==> config.mk <==
export PLATFORM = sky130hd
export DESIGN_NAME = ofc_top
export DESIGN_NICKNAME = d
export VERILOG_FILES = /design/src/ofc_pkg.sv /design/src/ofc_sel_if.sv /design/src/ofc_top.sv /design/src/ofc_ctrl_sel.sv
export SDC_FILE = /design/constraint.sdc
export NUM_CORES = 1
export LEC_CHECK = 0
export BUFFER_PORTS_ARGS = -buffer_cell sky130_fd_sc_hd__buf_2
export CAP_MARGIN = 15
export CELL_PAD_IN_SITES_DETAIL_PLACEMENT = 1
export CELL_PAD_IN_SITES_GLOBAL_PLACEMENT = 1
export CORE_ASPECT_RATIO = 1.25
export CORE_UTILIZATION = 30
export DETAILED_ROUTE_END_ITERATION = 6
export PLACE_DENSITY = 0.67
export SYNTH_ARGS = -nofsm -noshare
export SYNTH_HDL_FRONTEND = slang
export SYNTH_SLANG_ARGS = --single-unit
export TNS_END_PERCENT = 100
==> constraint.sdc <==
create_clock -name clk -period 1.96 [get_ports clk]
set_clock_uncertainty 0.1 [all_clocks]
set_input_delay 0.098 -clock clk [delete_from_list [all_inputs] [get_ports clk]]
set_output_delay 0.098 -clock clk [all_outputs]
set_load 0.05 [all_outputs]
==> src/ofc_pkg.sv <==
// package: register map, field layout, reset values and codes of the output formatter
package ofc_pkg;
  localparam logic [11:0] OFC_ADDR_PAT_TWO_LOW = 12'h553;
  localparam logic [11:0] OFC_ADDR_PAT_TWO_HIGH = 12'h554;
  localparam logic [11:0] OFC_ADDR_PAT_THREE_LOW = 12'h555;
  localparam logic [11:0] OFC_ADDR_PAT_THREE_HIGH = 12'h556;
  localparam logic [11:0] OFC_ADDR_PAT_FOUR_LOW = 12'h557;
  localparam logic [11:0] OFC_ADDR_PAT_FOUR_HIGH = 12'h558;
  localparam logic [11:0] OFC_ADDR_SRC_UPPER = 12'h559;
  localparam logic [11:0] OFC_ADDR_SRC_LOWER = 12'h55A;
  localparam logic [11:0] OFC_ADDR_FORMAT = 12'h561;
  localparam logic [11:0] OFC_ADDR_OVR_CLEAR = 12'h562;
  localparam logic [11:0] OFC_ADDR_OVR_STATUS = 12'h563;

  localparam logic [7:0] OFC_RST_PATTERN = 8'h00;
  localparam logic [7:0] OFC_RST_SRC = 8'h00;
  localparam logic [7:0] OFC_RST_FORMAT = 8'h01;
  localparam logic [7:0] OFC_RST_OVR_CLEAR = 8'h00;
  localparam logic [7:0] OFC_RST_OVR_STATUS = 8'h00;
  localparam logic [7:0] OFC_UNMAPPED_READ = 8'h00;

  // field positions
  localparam int OFC_SRC_BIT0_LSB = 0;
  localparam int OFC_SRC_BIT1_LSB = 4;
  localparam int OFC_SRC_BIT2_LSB = 0;
  localparam int OFC_FMT_SEL_LSB = 0;
  localparam int OFC_INVERT_BIT = 2;
  localparam logic [7:0] OFC_SRC_UPPER_MASK = 8'h77;
  localparam logic [7:0] OFC_SRC_LOWER_MASK = 8'h07;
  localparam logic [7:0] OFC_FORMAT_MASK = 8'h07;

  // control bit source codes
  localparam logic [2:0] OFC_SRC_TIE_LOW = 3'h0;
  localparam logic [2:0] OFC_SRC_OVERRANGE = 3'h1;
  localparam logic [2:0] OFC_SRC_FAST = 3'h3;
  localparam logic [2:0] OFC_SRC_SYSREF = 3'h5;

  // sample coding
  localparam logic [1:0] OFC_FMT_OFFSET_BINARY = 2'h0;
  localparam logic [1:0] OFC_FMT_TWOS = 2'h1;

  localparam int OFC_NUM_CTRL = 3;
  localparam int OFC_NUM_CONV = 8;
endpackage

==> src/ofc_sel_if.sv <==
// interface: one control bit selector, its flags and its selected bit
`timescale 1ns/1ps
interface ofc_sel_if;
  logic [2:0] src;
  logic en;
  logic ovr;
  logic fast;
  logic sysref;
  logic bit_out;
  modport owner (output src, output en, output ovr, output fast, output sysref, input bit_out);
  modport sel (input src, input en, input ovr, input fast, input sysref, output bit_out);
endinterface

==> src/ofc_top.sv <==
// module: output formatter registers, sample coding and sticky overrange flags
`timescale 1ns/1ps
//
// Functional notes
// - user pattern words two to four, low and high bytes, reset zero, feed pattern mode
// - sample invert bit set inverts each sample before coding
// - one clear bit per converter; one holds that converter's overrange flag cleared
// - read-only byte of sticky overrange flags per converter, reset zero
module ofc_top
  import ofc_pkg::*;
#(
  parameter int SAMPLE_W = 14
) (
  input wire logic clk,
  input wire logic rst_n,
  input wire logic [11:0] cfg_addr,
  input wire logic [7:0] cfg_wdata,
  input wire logic cfg_wr,
  input wire logic cfg_rd,
  output logic [7:0] cfg_rdata,
  output logic cfg_rvalid,
  input wire logic sample_valid,
  input wire logic [SAMPLE_W-1:0] sample_in,
  input wire logic [2:0] conv_idx,
  input wire logic overrange_in,
  input wire logic fast_threshold_flag,
  input wire logic sysref_pin,
  input wire logic [1:0] ctrl_bit_count,
  input wire logic user_pattern_mode,
  input wire logic [1:0] pattern_word_sel,
  output logic [SAMPLE_W-1:0] out_sample,
  output logic [OFC_NUM_CTRL-1:0] out_ctrl,
  output logic out_valid
);
  typedef struct packed {
    logic [7:0] pat_two_low;
    logic [7:0] pat_two_high;
    logic [7:0] pat_three_low;
    logic [7:0] pat_three_high;
    logic [7:0] pat_four_low;
    logic [7:0] pat_four_high;
    logic [7:0] src_upper;
    logic [7:0] src_lower;
    logic [7:0] fmt;
    logic [7:0] ovr_clear;
    logic [7:0] ovr_status;
    logic [7:0] rdata;
    logic rvalid;
    logic sysref_meta;
    logic sysref_sync;
    logic [SAMPLE_W-1:0] smp;
    logic [OFC_NUM_CTRL-1:0] ctl;
    logic vld;
  } ofc_state_t;

  ofc_state_t st;
  ofc_state_t next_st;
  ofc_sel_if sel_bus[OFC_NUM_CTRL] ();
  logic [OFC_NUM_CTRL-1:0] sel_bits;
  logic [2:0] src_code[OFC_NUM_CTRL];
  logic ovr_live;
  logic [15:0] pat_word;
  logic [SAMPLE_W-1:0] inv_smp;
  logic [SAMPLE_W-1:0] coded_smp;
  logic [7:0] ovr_event;

  ////////////////////////////////////////////////////////////////////////////
  // control bit selectors

  assign src_code[0] = st.src_upper[OFC_SRC_BIT0_LSB +: 3];
  assign src_code[1] = st.src_upper[OFC_SRC_BIT1_LSB +: 3];
  assign src_code[2] = st.src_lower[OFC_SRC_BIT2_LSB +: 3];
  // a cleared converter shows no overrange on its control bit either
  assign ovr_live = overrange_in & ~st.ovr_clear[conv_idx];

  genvar gi;
  generate
    for (gi = 0; gi < OFC_NUM_CTRL; gi++) begin : g_sel
      assign sel_bus[gi].src = src_code[gi];
      assign sel_bus[gi].en = (ctrl_bit_count > 2'(gi));
      assign sel_bus[gi].ovr = ovr_live;
      assign sel_bus[gi].fast = fast_threshold_flag;
      assign sel_bus[gi].sysref = st.sysref_sync;
      assign sel_bits[gi] = sel_bus[gi].bit_out;
      ofc_ctrl_sel u_sel (
        .port(sel_bus[gi])
      );
    end
  endgenerate

  ////////////////////////////////////////////////////////////////////////////
  // sample path

  always_comb begin
    pat_word = {st.pat_two_high, st.pat_two_low};
    if (pattern_word_sel == 2'h1) begin
      pat_word = {st.pat_three_high, st.pat_three_low};
    end else if (pattern_word_sel == 2'h2) begin
      pat_word = {st.pat_four_high, st.pat_four_low};
    end
  end

  // incoming samples are twos complement; offset binary flips the sign bit
  assign inv_smp = st.fmt[OFC_INVERT_BIT] ? ~sample_in : sample_in;
  assign coded_smp = (st.fmt[OFC_FMT_SEL_LSB +: 2] == OFC_FMT_OFFSET_BINARY) ?
                     {~inv_smp[SAMPLE_W-1], inv_smp[SAMPLE_W-2:0]} : inv_smp;

  assign ovr_event = (sample_valid && overrange_in) ? (8'h01 << conv_idx) : 8'h00;

  ////////////////////////////////////////////////////////////////////////////
  // next state

  always_comb begin
    next_st = st;
    next_st.rvalid = 1'b0;
    next_st.sysref_meta = sysref_pin;
    next_st.sysref_sync = st.sysref_meta;
    next_st.vld = sample_valid;
    if (sample_valid) begin
      if (user_pattern_mode) begin
        next_st.smp = pat_word[15 -: SAMPLE_W];
        next_st.ctl = {1'b0, pat_word[1:0]};
      end else begin
        next_st.smp = coded_smp;
        next_st.ctl = sel_bits;
      end
    end
    if (cfg_wr) begin
      if (cfg_addr == OFC_ADDR_PAT_TWO_LOW) begin
        next_st.pat_two_low = cfg_wdata;
      end else if (cfg_addr == OFC_ADDR_PAT_TWO_HIGH) begin
        next_st.pat_two_high = cfg_wdata;
      end else if (cfg_addr == OFC_ADDR_PAT_THREE_LOW) begin
        next_st.pat_three_low = cfg_wdata;
      end else if (cfg_addr == OFC_ADDR_PAT_THREE_HIGH) begin
        next_st.pat_three_high = cfg_wdata;
      end else if (cfg_addr == OFC_ADDR_PAT_FOUR_LOW) begin
        next_st.pat_four_low = cfg_wdata;
      end else if (cfg_addr == OFC_ADDR_PAT_FOUR_HIGH) begin
        next_st.pat_four_high = cfg_wdata;
      end else if (cfg_addr == OFC_ADDR_SRC_UPPER) begin
        next_st.src_upper = cfg_wdata & OFC_SRC_UPPER_MASK;
      end else if (cfg_addr == OFC_ADDR_SRC_LOWER) begin
        next_st.src_lower = cfg_wdata & OFC_SRC_LOWER_MASK;
      end else if (cfg_addr == OFC_ADDR_FORMAT) begin
        next_st.fmt = cfg_wdata & OFC_FORMAT_MASK;
      end else if (cfg_addr == OFC_ADDR_OVR_CLEAR) begin
        next_st.ovr_clear = cfg_wdata;
      end
    end
    // clear is a held level, so it beats a new event on the same converter
    next_st.ovr_status = (st.ovr_status | ovr_event) & ~st.ovr_clear;
    if (cfg_rd) begin
      next_st.rvalid = 1'b1;
      if (cfg_addr == OFC_ADDR_PAT_TWO_LOW) begin
        next_st.rdata = st.pat_two_low;
      end else if (cfg_addr == OFC_ADDR_PAT_TWO_HIGH) begin
        next_st.rdata = st.pat_two_high;
      end else if (cfg_addr == OFC_ADDR_PAT_THREE_LOW) begin
        next_st.rdata = st.pat_three_low;
      end else if (cfg_addr == OFC_ADDR_PAT_THREE_HIGH) begin
        next_st.rdata = st.pat_three_high;
      end else if (cfg_addr == OFC_ADDR_PAT_FOUR_LOW) begin
        next_st.rdata = st.pat_four_low;
      end else if (cfg_addr == OFC_ADDR_PAT_FOUR_HIGH) begin
        next_st.rdata = st.pat_four_high;
      end else if (cfg_addr == OFC_ADDR_SRC_UPPER) begin
        next_st.rdata = st.src_upper;
      end else if (cfg_addr == OFC_ADDR_SRC_LOWER) begin
        next_st.rdata = st.src_lower;
      end else if (cfg_addr == OFC_ADDR_FORMAT) begin
        next_st.rdata = st.fmt;
      end else if (cfg_addr == OFC_ADDR_OVR_CLEAR) begin
        next_st.rdata = st.ovr_clear;
      end else if (cfg_addr == OFC_ADDR_OVR_STATUS) begin
        next_st.rdata = st.ovr_status;
      end else begin
        next_st.rdata = OFC_UNMAPPED_READ;
      end
    end
  end

  always_ff @(posedge clk) begin
    if (!rst_n) begin
      st <= '0;
      st.pat_two_low <= OFC_RST_PATTERN;
      st.pat_two_high <= OFC_RST_PATTERN;
      st.pat_three_low <= OFC_RST_PATTERN;
      st.pat_three_high <= OFC_RST_PATTERN;
      st.pat_four_low <= OFC_RST_PATTERN;
      st.pat_four_high <= OFC_RST_PATTERN;
      st.src_upper <= OFC_RST_SRC;
      st.src_lower <= OFC_RST_SRC;
      st.fmt <= OFC_RST_FORMAT;
      st.ovr_clear <= OFC_RST_OVR_CLEAR;
      st.ovr_status <= OFC_RST_OVR_STATUS;
    end else begin
      st <= next_st;
    end
  end

  assign cfg_rdata = st.rdata;
  assign cfg_rvalid = st.rvalid;
  assign out_sample = st.smp;
  assign out_ctrl = st.ctl;
  assign out_valid = st.vld;

  ////////////////////////////////////////////////////////////////////////////
  // checks

  AST_PATTERN_WORD: assert property (@(posedge clk) disable iff (!rst_n)
    sample_valid && user_pattern_mode && pattern_word_sel == 2'h2
    |=> out_sample == $past(pat_word[15 -: SAMPLE_W]) && out_valid)
    else $error("pattern word four not driven");

  AST_CTRL_UNUSED_LOW: assert property (@(posedge clk) disable iff (!rst_n)
    sample_valid && !user_pattern_mode && ctrl_bit_count == 2'h0 |=> out_ctrl == 3'h0)
    else $error("control bits not low with zero count");

  AST_CTRL_SYSREF: assert property (@(posedge clk) disable iff (!rst_n)
    sample_valid && !user_pattern_mode && ctrl_bit_count != 2'h0
    && src_code[0] == OFC_SRC_SYSREF |=> out_ctrl[0] == $past(st.sysref_sync))
    else $error("control bit zero does not follow sysref");

  AST_INVERT: assert property (@(posedge clk) disable iff (!rst_n)
    sample_valid && !user_pattern_mode && st.fmt[2:0] == 3'h5
    |=> out_sample == ~$past(sample_in))
    else $error("inverted twos complement sample wrong");

  AST_CLEAR_HOLDS: assert property (@(posedge clk) disable iff (!rst_n)
    st.ovr_clear[0] ##1 st.ovr_clear[0] |-> !st.ovr_status[0])
    else $error("overrange flag set while cleared");

  // a missing set must fail here, not make a later read-back vacuous
  AST_STICKY_SET: assert property (@(posedge clk) disable iff (!rst_n)
    sample_valid && overrange_in && !st.ovr_clear[conv_idx]
    |=> st.ovr_status[$past(conv_idx)])
    else $error("overrange status not set by event");

  AST_STATUS_READBACK: assert property (@(posedge clk) disable iff (!rst_n)
    cfg_rd && cfg_addr == OFC_ADDR_OVR_STATUS
    |=> cfg_rvalid && cfg_rdata == $past(st.ovr_status))
    else $error("overrange status not read back");

  AST_STATUS_READONLY: assert property (@(posedge clk) disable iff (!rst_n)
    cfg_wr && cfg_addr == OFC_ADDR_OVR_STATUS && !sample_valid && st.ovr_clear == 8'h00
    |=> st.ovr_status == $past(st.ovr_status))
    else $error("status byte changed by write");

  AST_OFFSET_BINARY: assert property (@(posedge clk) disable iff (!rst_n)
    sample_valid && !user_pattern_mode && st.fmt[2:0] == 3'h0
    |=> out_sample == {~$past(sample_in[SAMPLE_W-1]), $past(sample_in[SAMPLE_W-2:0])})
    else $error("offset binary coding wrong");
endmodule

==> src/ofc_ctrl_sel.sv <==
// module: source multiplexer for one per-sample control bit
`timescale 1ns/1ps
module ofc_ctrl_sel
  import ofc_pkg::*;
(
  ofc_sel_if.sel port
);
  always_comb begin
    port.bit_out = 1'b0;
    // position unused by the control bit count stays low
    if (port.en) begin
      if (port.src == OFC_SRC_OVERRANGE) begin
        port.bit_out = port.ovr;
      end else if (port.src == OFC_SRC_FAST) begin
        port.bit_out = port.fast;
      end else if (port.src == OFC_SRC_SYSREF) begin
        port.bit_out = port.sysref;
      end
    end
  end
endmodule

### Word level (Yosys, flattened, before mapping)

Cells that the tools add are included.
Widths: inputs -> output; s select.

* output and inout port bits: 27
* bits in registers: 105
* word-level logic and storage cells: 105

* shifts and indexed selects: 1
* reductions and logical operators: 12
* equality and inequality tests: 22
* bitwise operators: 16
* order comparisons: 4
* muxes and demuxes: 32

Operators by type and width (number)
* $eq 12x11->1 const B: 11
* $mux 8: 12
* $mux 16: 2
* $mux 14: 2
* $mux 17: 1
* $mux 1: 14
* $not 14->14: 1
* $not 1->1: 11
* $reduce_and 11->1: 1
* $reduce_and 10->1: 1
* $eq 3x1->1 const B: 3
* $eq 3x2->1 const B: 3
* $eq 3x3->1 const B: 3
* $reduce_and 9->1: 1
* $and 8x8->8: 1
* $not 8->8: 1
* $or 8x8->8: 1
* $reduce_and 8->1: 1
* $shl 1x3->8 const A: 1
* $reduce_and 7->1: 1
* $reduce_and 6->1: 1
* $reduce_and 5->1: 1
* $gt 2x1->1 const B: 2
* $lt 3x4->1 const B: 1
* 10 further kinds: 10

### Logic depth before layout (Yosys ltp)

Gate-level depths: netlist of the first run.

* word-level depth: 12
* depth in mapped cells: 7
* depth with buffers taken out: 5

### Modules after synthesis

Synthesis of the first run repeated with hierarchy kept, for this count alone.

* cells, all modules: 647
* area, all modules: 5549.1 µm²

By module, submodules not included
* ofc_top: times used 1, sequential area each 2102.0 µm², cells an instance 635, area an instance 5462.7 µm²
* ofc_ctrl_sel: times used 3, sequential area each 0.0 µm², cells an instance 4, area an instance 28.8 µm²

### Least setup slack after synthesis of the first run

No wires, ideal clock.

* kind: input port to flip-flop
* start point: in cfg_addr[2]
* end point: reg st[101] in the netlist's numbering
* arrival time: 1274 ps
* path slack: 458 ps
* setup time: 128 ps
* cell stages on the path: 7
* required time: 1732 ps
* cell sequence: buf_4 > nand2b_1 > buf_6 > nor3_4 > nand4_4 > mux2i_1 > nor2_1

* word-level cells in the longest chain between the ends: 3

RTL lines
* start, declared: line ofc_top.sv:16 `input wire logic [11:0] cfg_addr,`
* $eq 12x11->1: line ofc_top.sv:129 `if (cfg_addr == OFC_ADDR_PAT_TWO_LOW) begin`
* $not 1->1 (no source line)
* $reduce_and 3->1 (no source line) *
* end signal, assigned: line ofc_top.sv:198 `st <= next_st;`
* end, declared: line ofc_top.sv:56 `ofc_state_t st;`

Mark *: on every way between the ends. The rest lies on a longest branch, timed or not.
A chain may end at the register's enable or synchronous reset.

### Final worst setup path of the first run

* start point: reg st[42] in the netlist's numbering
* end point: reg st (netlist bit out_ctrl[1])

* word-level cells in the longest chain between the ends: 7

RTL lines
* $bmux 1 s3: line ofc_top.sv:74 `assign ovr_live = overrange_in & ~st.ovr_clear[conv_idx];`
* $mux 1 (not written as such): line ofc_top.sv:74
* $not 1->1: line ofc_top.sv:74
* $and 1x1->1: line ofc_top.sv:74
* $mux 1: line ofc_ctrl_sel.sv:12 `if (port.src == OFC_SRC_OVERRANGE) begin`
* $mux 1: line ofc_ctrl_sel.sv:11 `if (port.en) begin`
* $mux 17: line ofc_top.sv:120 `if (user_pattern_mode) begin`

No other way between the ends. The select of a mux whose other input is x is not followed.

==> run_results.csv, run 1 <==
group,metric,value,unit
route,drt_iter0_drc,313,
route,met3_length,707,um
placement,dpl_cell_area,6200,sq um
route,vias_per_cell,5.57,
placement,dp_hpwl,15400,um
worst_setup_path,timing.rr.end,"out_ctrl[1]$_SDFFE_PN0P_",
hold_path,worstHoldPathCells,3,
status,status,"finished, violations left",
hold_path,hold_class,"input pin to flop",
global_route,antenna_found_initial,0,
clock_network,cts_buffer_depth,2,
clock_network,postCtsSetupRepairBufs,0,
global_route,grt_first_pass_wirelength,31400,um
synthesis,syn_avg_cell_area,8.72,sq um
floorplan,ios,77,
floorplan,die_h,156,um
clock_network,clock-sinks,105,
final_layout,drive_above_1_share,22.1,%
route,drcViolationCount,3,
worst_setup_path,reg2reg_slack,0.09,ns
synthesis,syn_area,5700,sq um
synthesis,yosysMostFrequentCell,"dfxtp_1",
final_layout,final_area,6580,sq um
power_and_ir_drop,ir_drop,0.000478,V
sta,setup_tns,0,ns
synthesis,yosysUniqueCellTypes,61,
sta,max_slew_margin,67.2,%
synthesis,synthTopCellsByArea,"dfxtp_1 (37%), mux2i_1 (11%), nor2_1 (5.5%)",
synthesis,synth-edff-count,0,
worst_setup_path,cp-end-kind,"flop",
clock_network,clockRootBuffer,"clkbuf_16",
status,violations,"design-rule violations",
hold_path,hold_start,"cfg_wdata[6]",
route,ant_nets,0,
worst_setup_path,arrival,2.06,ns
worst_setup_path,start_kind,"flop",
power_and_ir_drop,power_density,751,nW/um^2
synthesis,ys.flop_type,"dfxtp_1",
final_layout,antenna_cells,0,
global_route,overflow,0,
worst_setup_path,rr_worst_depth,5,
synthesis,synth_warnings,0,
floorplan,start_util,30.5,%
placement,gp_congestion,0.868,
floorplan,coreArea,18700,sq um
global_route,grtUsageTotal,21.4,%
global_route,grt_max_degree,48,
clock_network,clk_pin_slew,0.07,ns
route,vias,5200,
synthesis,yosysTopAreaCellShare,36.9,%
sta,finalSetupViolCount,0,
clock_network,cts.repair.resized,0,
sta,slew_viol_final,0,
final_layout,area_growth,15.5,%
route,routedWlPerCell,22.0,um
synthesis,ys_seq_elements,105,
clock_network,clk_latency,0.36,ns
clock_network,cts_made_buffers,9,
floorplan,row_count,56,
sta,hold_violations,0,
sta,rsz0062_at_grt,"false",
route,dr.pass1.iters,6,
route,met1Wirelength,7990,um
sta,worstMarginPinSlew,0.487,ns
synthesis,synth.net_count,703,
sta,fin_hold_ws,0.0212,ns
floorplan,die-area,19500,sq um
worst_setup_path,cp_max_fo,4,
final_layout,fillerInstances,2185,
sta,layout_min_cycle_time,1.87,ns
worst_setup_path,reg2reg_from,"st[42]$_SDFFE_PN0P_",
synthesis,ys_seq_area_share,36.9,%
clock_network,cts_tree,"done",
hold_path,worstHoldEndpoint,"st[115]$_SDFFE_PN0P_",
global_route,grt_pass1_vias,5491,
sta,period_share,95.5,%
job,cap_violations,0,
clock_network,h-tree-depth,3,
placement,port_buffers,76,
power_and_ir_drop,leakagePower,2.91,nW
worst_setup_path,crit_type,"flop to flop",
route,top_layer,"met4",
route,wirelength,20500,um
synthesis,yosysTopAreaCell,"dfxtp_1",
floorplan,die_x,125,um
final_layout,layout.nets,748,
synthesis,async_flop_share,0,%
synthesis,syn_inst,653,
route,wl_met2,10900,um
synthesis,synth_common_cells,"dfxtp_1 (105), nor2_1 (84), mux2i_1 (63), a21oi_1 (51), nand2_1 (33)",
worst_setup_path,cp.required,2.14,ns
sta,max_freq,0.534,GHz
==> cells in the final DEF, fill, tap and decap left out, types with 22 or more instances in the layout <==
cell and instances:
nand2_1 33, o22ai_1 25, dfxtp_1 105, o21ai_0 26, buf_4 26, a21oi_1 51, mux2i_1 63, buf_2 76
nor2_1 84, nand2b_1 22
==> state kept, by name (all words and copies together), names as in the netlist <==
| register | cells |
|---|---|
| out_valid | 1 |
| cfg_rdata | 8 |
| out_sample | 14 |
| sel_bus.sysref | 1 |
| sel_bus.src | 9 |
| next_st | 1 |
| out_ctrl | 3 |
| cfg_rvalid | 1 |
| st | 67 |
==> cell families after synthesis <==
kind of cell	share of synthesized area [%]
compound gates	16.1
xor+xnor	2.46
buf+inv	7.56
flops	36.9
mux	15.7
simple gates	21.2
==> final cells by class <==
| class | instances | area (sq um) | share of cell area [%] |
|---|---|---|---|
| Multi-Input combinational cell | 467 | 3160 | 48.1 |
| Sequential cell | 105 | 2100 | 32.0 |
| Timing Repair Buffer | 108 | 656 | 9.97 |
| Tap cell | 232 | 290 | 4.41 |
| Clock buffer | 9 | 225 | 3.42 |
| Clock inverter | 6 | 115 | 1.75 |
| Inverter | 7 | 26.3 | 0.399 |
==> per-layer routing <==
layer	global-route usage [%]	up-vias
li1	-	2396
met3	3.29	50
met1	22.9	2618
met5	0	-
met2	40.3	136
met4	11.5	0
==> per-stage QoR <==
step	total power, W	setup slack, ns	util, %	cells
floorplan	0.00265	0.458	-	653
global placement	0.00284	0.177	33.1	915
detailed placement	0.00285	0.147	33.1	915
CTS	0.00499	0.0682	35.2	934
global route	0.00510	0.0134	35.2	934
finish	0.00494	0.0885	35.2	934
==> worst max-delay path by stage <==
stage / from / end
detailed placement: st[42]$_SDFFE_PN0P_ / out_ctrl[1]$_SDFFE_PN0P_
global route: st[42]$_SDFFE_PN0P_ / out_ctrl[1]$_SDFFE_PN0P_
CTS: st[42]$_SDFFE_PN0P_ / out_ctrl[1]$_SDFFE_PN0P_
floorplan: cfg_addr[2] / st[101]$_SDFFE_PN0P_
finish: st[42]$_SDFFE_PN0P_ / out_ctrl[1]$_SDFFE_PN0P_
global placement: cfg_addr[0] / cfg_rdata[1]$_SDFFE_PN0P_
==> power by group <==
group	switching, W	internal, W
clock	0.000873	0.00125
sequential	0.0000180	0.00217
combinational	0.000430	0.000200
total	0.00132	0.00362
==> critical path, stage by stage, from the launching register on <==
cell and delay, ns:
dfxtp_1 0.35, mux4_1 0.52, mux2i_1 0.32, nand2_1 0.15, a21o_1 0.18, a31oi_1 0.17
==> repair_timing <==
item | 4_1_cts | 5_1_grt
hold buffers | 4 | 0
endpoints found under the hold margin | 5 | 0
endpoints found under the setup margin | 0 | 0
No activity file was read; power rests on OpenSTA's default activity.
==> inputs of run 2 (changes only) <==
--- a/config.mk
+++ b/config.mk
@@ -12,5 +12,5 @@
 export CORE_ASPECT_RATIO = 1.25
-export CORE_UTILIZATION = 30
+export CORE_UTILIZATION = 40
 export DETAILED_ROUTE_END_ITERATION = 6
-export PLACE_DENSITY = 0.67
+export PLACE_DENSITY = 0.83
 export SYNTH_ARGS = -nofsm -noshare
==> constraint.sdc (replaced) <==
create_clock -name clk -period 2.05 [get_ports clk]
set_clock_uncertainty 0.1 [all_clocks]
set_input_delay 0 -clock clk [delete_from_list [all_inputs] [get_ports clk]]
set_output_delay 0 -clock clk [all_outputs]
set_load 0.05 [all_outputs]
==> run_results.csv, run 2 (same netlist as run 1, synthesis figures left out) <==
group,metric,value,unit
worst_setup_path,start_kind,"input pin",
sta,max_freq,0.528,GHz
clock_network,cts_buffer_depth,2,
sta,period_share,92.3,%
worst_setup_path,reg2reg_slack,0.24,ns
global_route,grt_pass1_vias,5530,
floorplan,start_util,41.1,%
placement,post-place-ws,0.172,ns
hold_path,worstHoldPathCells,4,
hold_path,hold_class,"input pin to flop",
final_layout,drive_above_1_share,20.1,%
power_and_ir_drop,leakagePower,2.95,nW
floorplan,die_h,135,um
clock_network,cts_made_buffers,9,
job,cap_violations,0,
global_route,grt_first_pass_wirelength,31500,um
route,drcViolationCount,0,
sta,slew_viol_final,0,
worst_setup_path,timing.rr.end,"out_ctrl[1]$_SDFFE_PN0P_",
clock_network,clk_pin_slew,0.07,ns
power_and_ir_drop,power_density,686,nW/um^2
global_route,grtUsageTotal,28.9,%
route,dr.pass1.iters,5,
route,routedWlPerCell,22.9,um
route,drt_iter0_drc,428,
sta,hold_violations,0,
clock_network,clk_latency,0.36,ns
sta,max_slew_margin,57.2,%
clock_network,cts.repair.resized,0,
final_layout,multi_input_area,3160,sq um
clock_network,postCtsHoldBufs,30,
final_layout,regMostFlops,"st",
global_route,grt_max_degree,39,
hold_path,hold_start,"overrange_in",
clock_network,clockRootBuffer,"clkbuf_16",
worst_setup_path,crit_type,"input pin to flop",
sta,rsz0062_at_grt,"false",
sta,setup_tns,0,ns
sta,layout_min_cycle_time,1.89,ns
final_layout,largest_reg_flops,67,
final_layout,layout.nets,765,
sta,fin_ws,0.157,ns
final_layout,utilization,48.0,%
route,vias_per_cell,6.06,
route,vias,5429,
floorplan,die-area,14700,sq um
final_layout,fin_cells,896,
placement,port_buffers,76,
worst_setup_path,cp-end-kind,"flop",
final_layout,area_growth,16.8,%
worst_setup_path,reg2reg_from,"st[42]$_SDFFE_PN0P_",
floorplan,row_count,48,
hold_path,worstHoldEndpoint,"out_ctrl[1]$_SDFFE_PN0P_",
placement,dp_hpwl,14300,um
final_layout,layout_common_cells,"dfxtp_1 (105), nor2_1 (84), buf_2 (76), mux2i_1 (63), a21oi_1 (51)",
clock_network,postCtsSetupRepairBufs,0,
worst_setup_path,cp.required,2.24,ns
floorplan,ios,77,
placement,gp_congestion,0.955,
placement,dpl.cell_count,849,
power_and_ir_drop,ir_drop,0.000417,V
floorplan,die_x,109,um
clock_network,clock-sinks,105,
worst_setup_path,arrival,2.08,ns
final_layout,fillerInstances,1662,
final_layout,register_area,2100,sq um
route,wirelength,20500,um
worst_setup_path,cp_max_fo,7,
final_layout,layout_commonest_cell,"dfxtp_1",
global_route,overflow,0,
sta,worstMarginPinSlew,0.641,ns
sta,finalSetupViolCount,0,
floorplan,coreArea,13900,sq um
worst_setup_path,rr_worst_depth,5,
clock_network,cts_tree,"done",
clock_network,h-tree-depth,3,
status,status,"complete, no violations",
global_route,antenna_found_initial,1,
route,ant_nets,0,
[run 2: through the flow]
stage	power (W)	hold WS (ns)	cell area [sq um]
after global placement	0.00268	0.105	6050
after global routing	0.00468	0.0476	6660
after floorplan	0.00253	0.0273	5700
after CTS	0.00454	0.0171	6650
final	0.00456	0.0133	6660
after detailed placement	0.00270	0.116	6050
[run 2: area by class of cell]
| type | instances | share of cell area [%] |
|---|---|---|
| diodes | 1 | 0.0376 |
| inverters | 7 | 0.395 |
| flip-flops and latches | 105 | 31.6 |
| multi-input cells | 467 | 47.5 |
| well taps | 175 | 3.29 |
| clock buffers | 13 | 3.91 |
| repair buffers | 125 | 12.6 |
| clock inverters | 3 | 0.695 |
[run 2: worst max path at each step]
stage	end	slack [ns]	start	cells after the start
floorplan	out_ctrl[1]$_SDFFE_PN0P_	0.56	st[42]$_SDFFE_PN0P_	5
global placement	st[106]$_SDFFE_PN0P_	0.21	cfg_addr[3]	6
detailed placement	st[102]$_SDFFE_PN0P_	0.17	cfg_addr[3]	6
CTS	out_ctrl[1]$_SDFFE_PN0P_	0.18	conv_idx[0]	7
global route	out_ctrl[1]$_SDFFE_PN0P_	0.07	conv_idx[0]	7
finish	out_ctrl[1]$_SDFFE_PN0P_	0.16	conv_idx[0]	7
[run 2: worst max-delay path, cell delays in order]
cell	delay, ns
dlygate4sd3_1	0.54
buf_2	0.19
mux4_1	0.60
mux2i_1	0.29
nand2_1	0.15
a21o_1	0.18
a31oi_1	0.14
[run 2: metal layers]
layer  vias up  GRT usage, %  wire length (um)
met4         0          13.7               885
met1      2693          36.3              8520
met5         -             0                 0
met2       219          48.8             10200
li1       2447             -                 -
met3        70          3.42               936
[run 2: power breakdown]
| group | internal, W | switching (W) | leakage [nW] |
|---|---|---|---|
| Sequential | 0.00207 | 0.0000165 | 0.851 |
| Combinational | 0.000212 | 0.000415 | 1.95 |
| Clock | 0.00102 | 0.000828 | 0.146 |
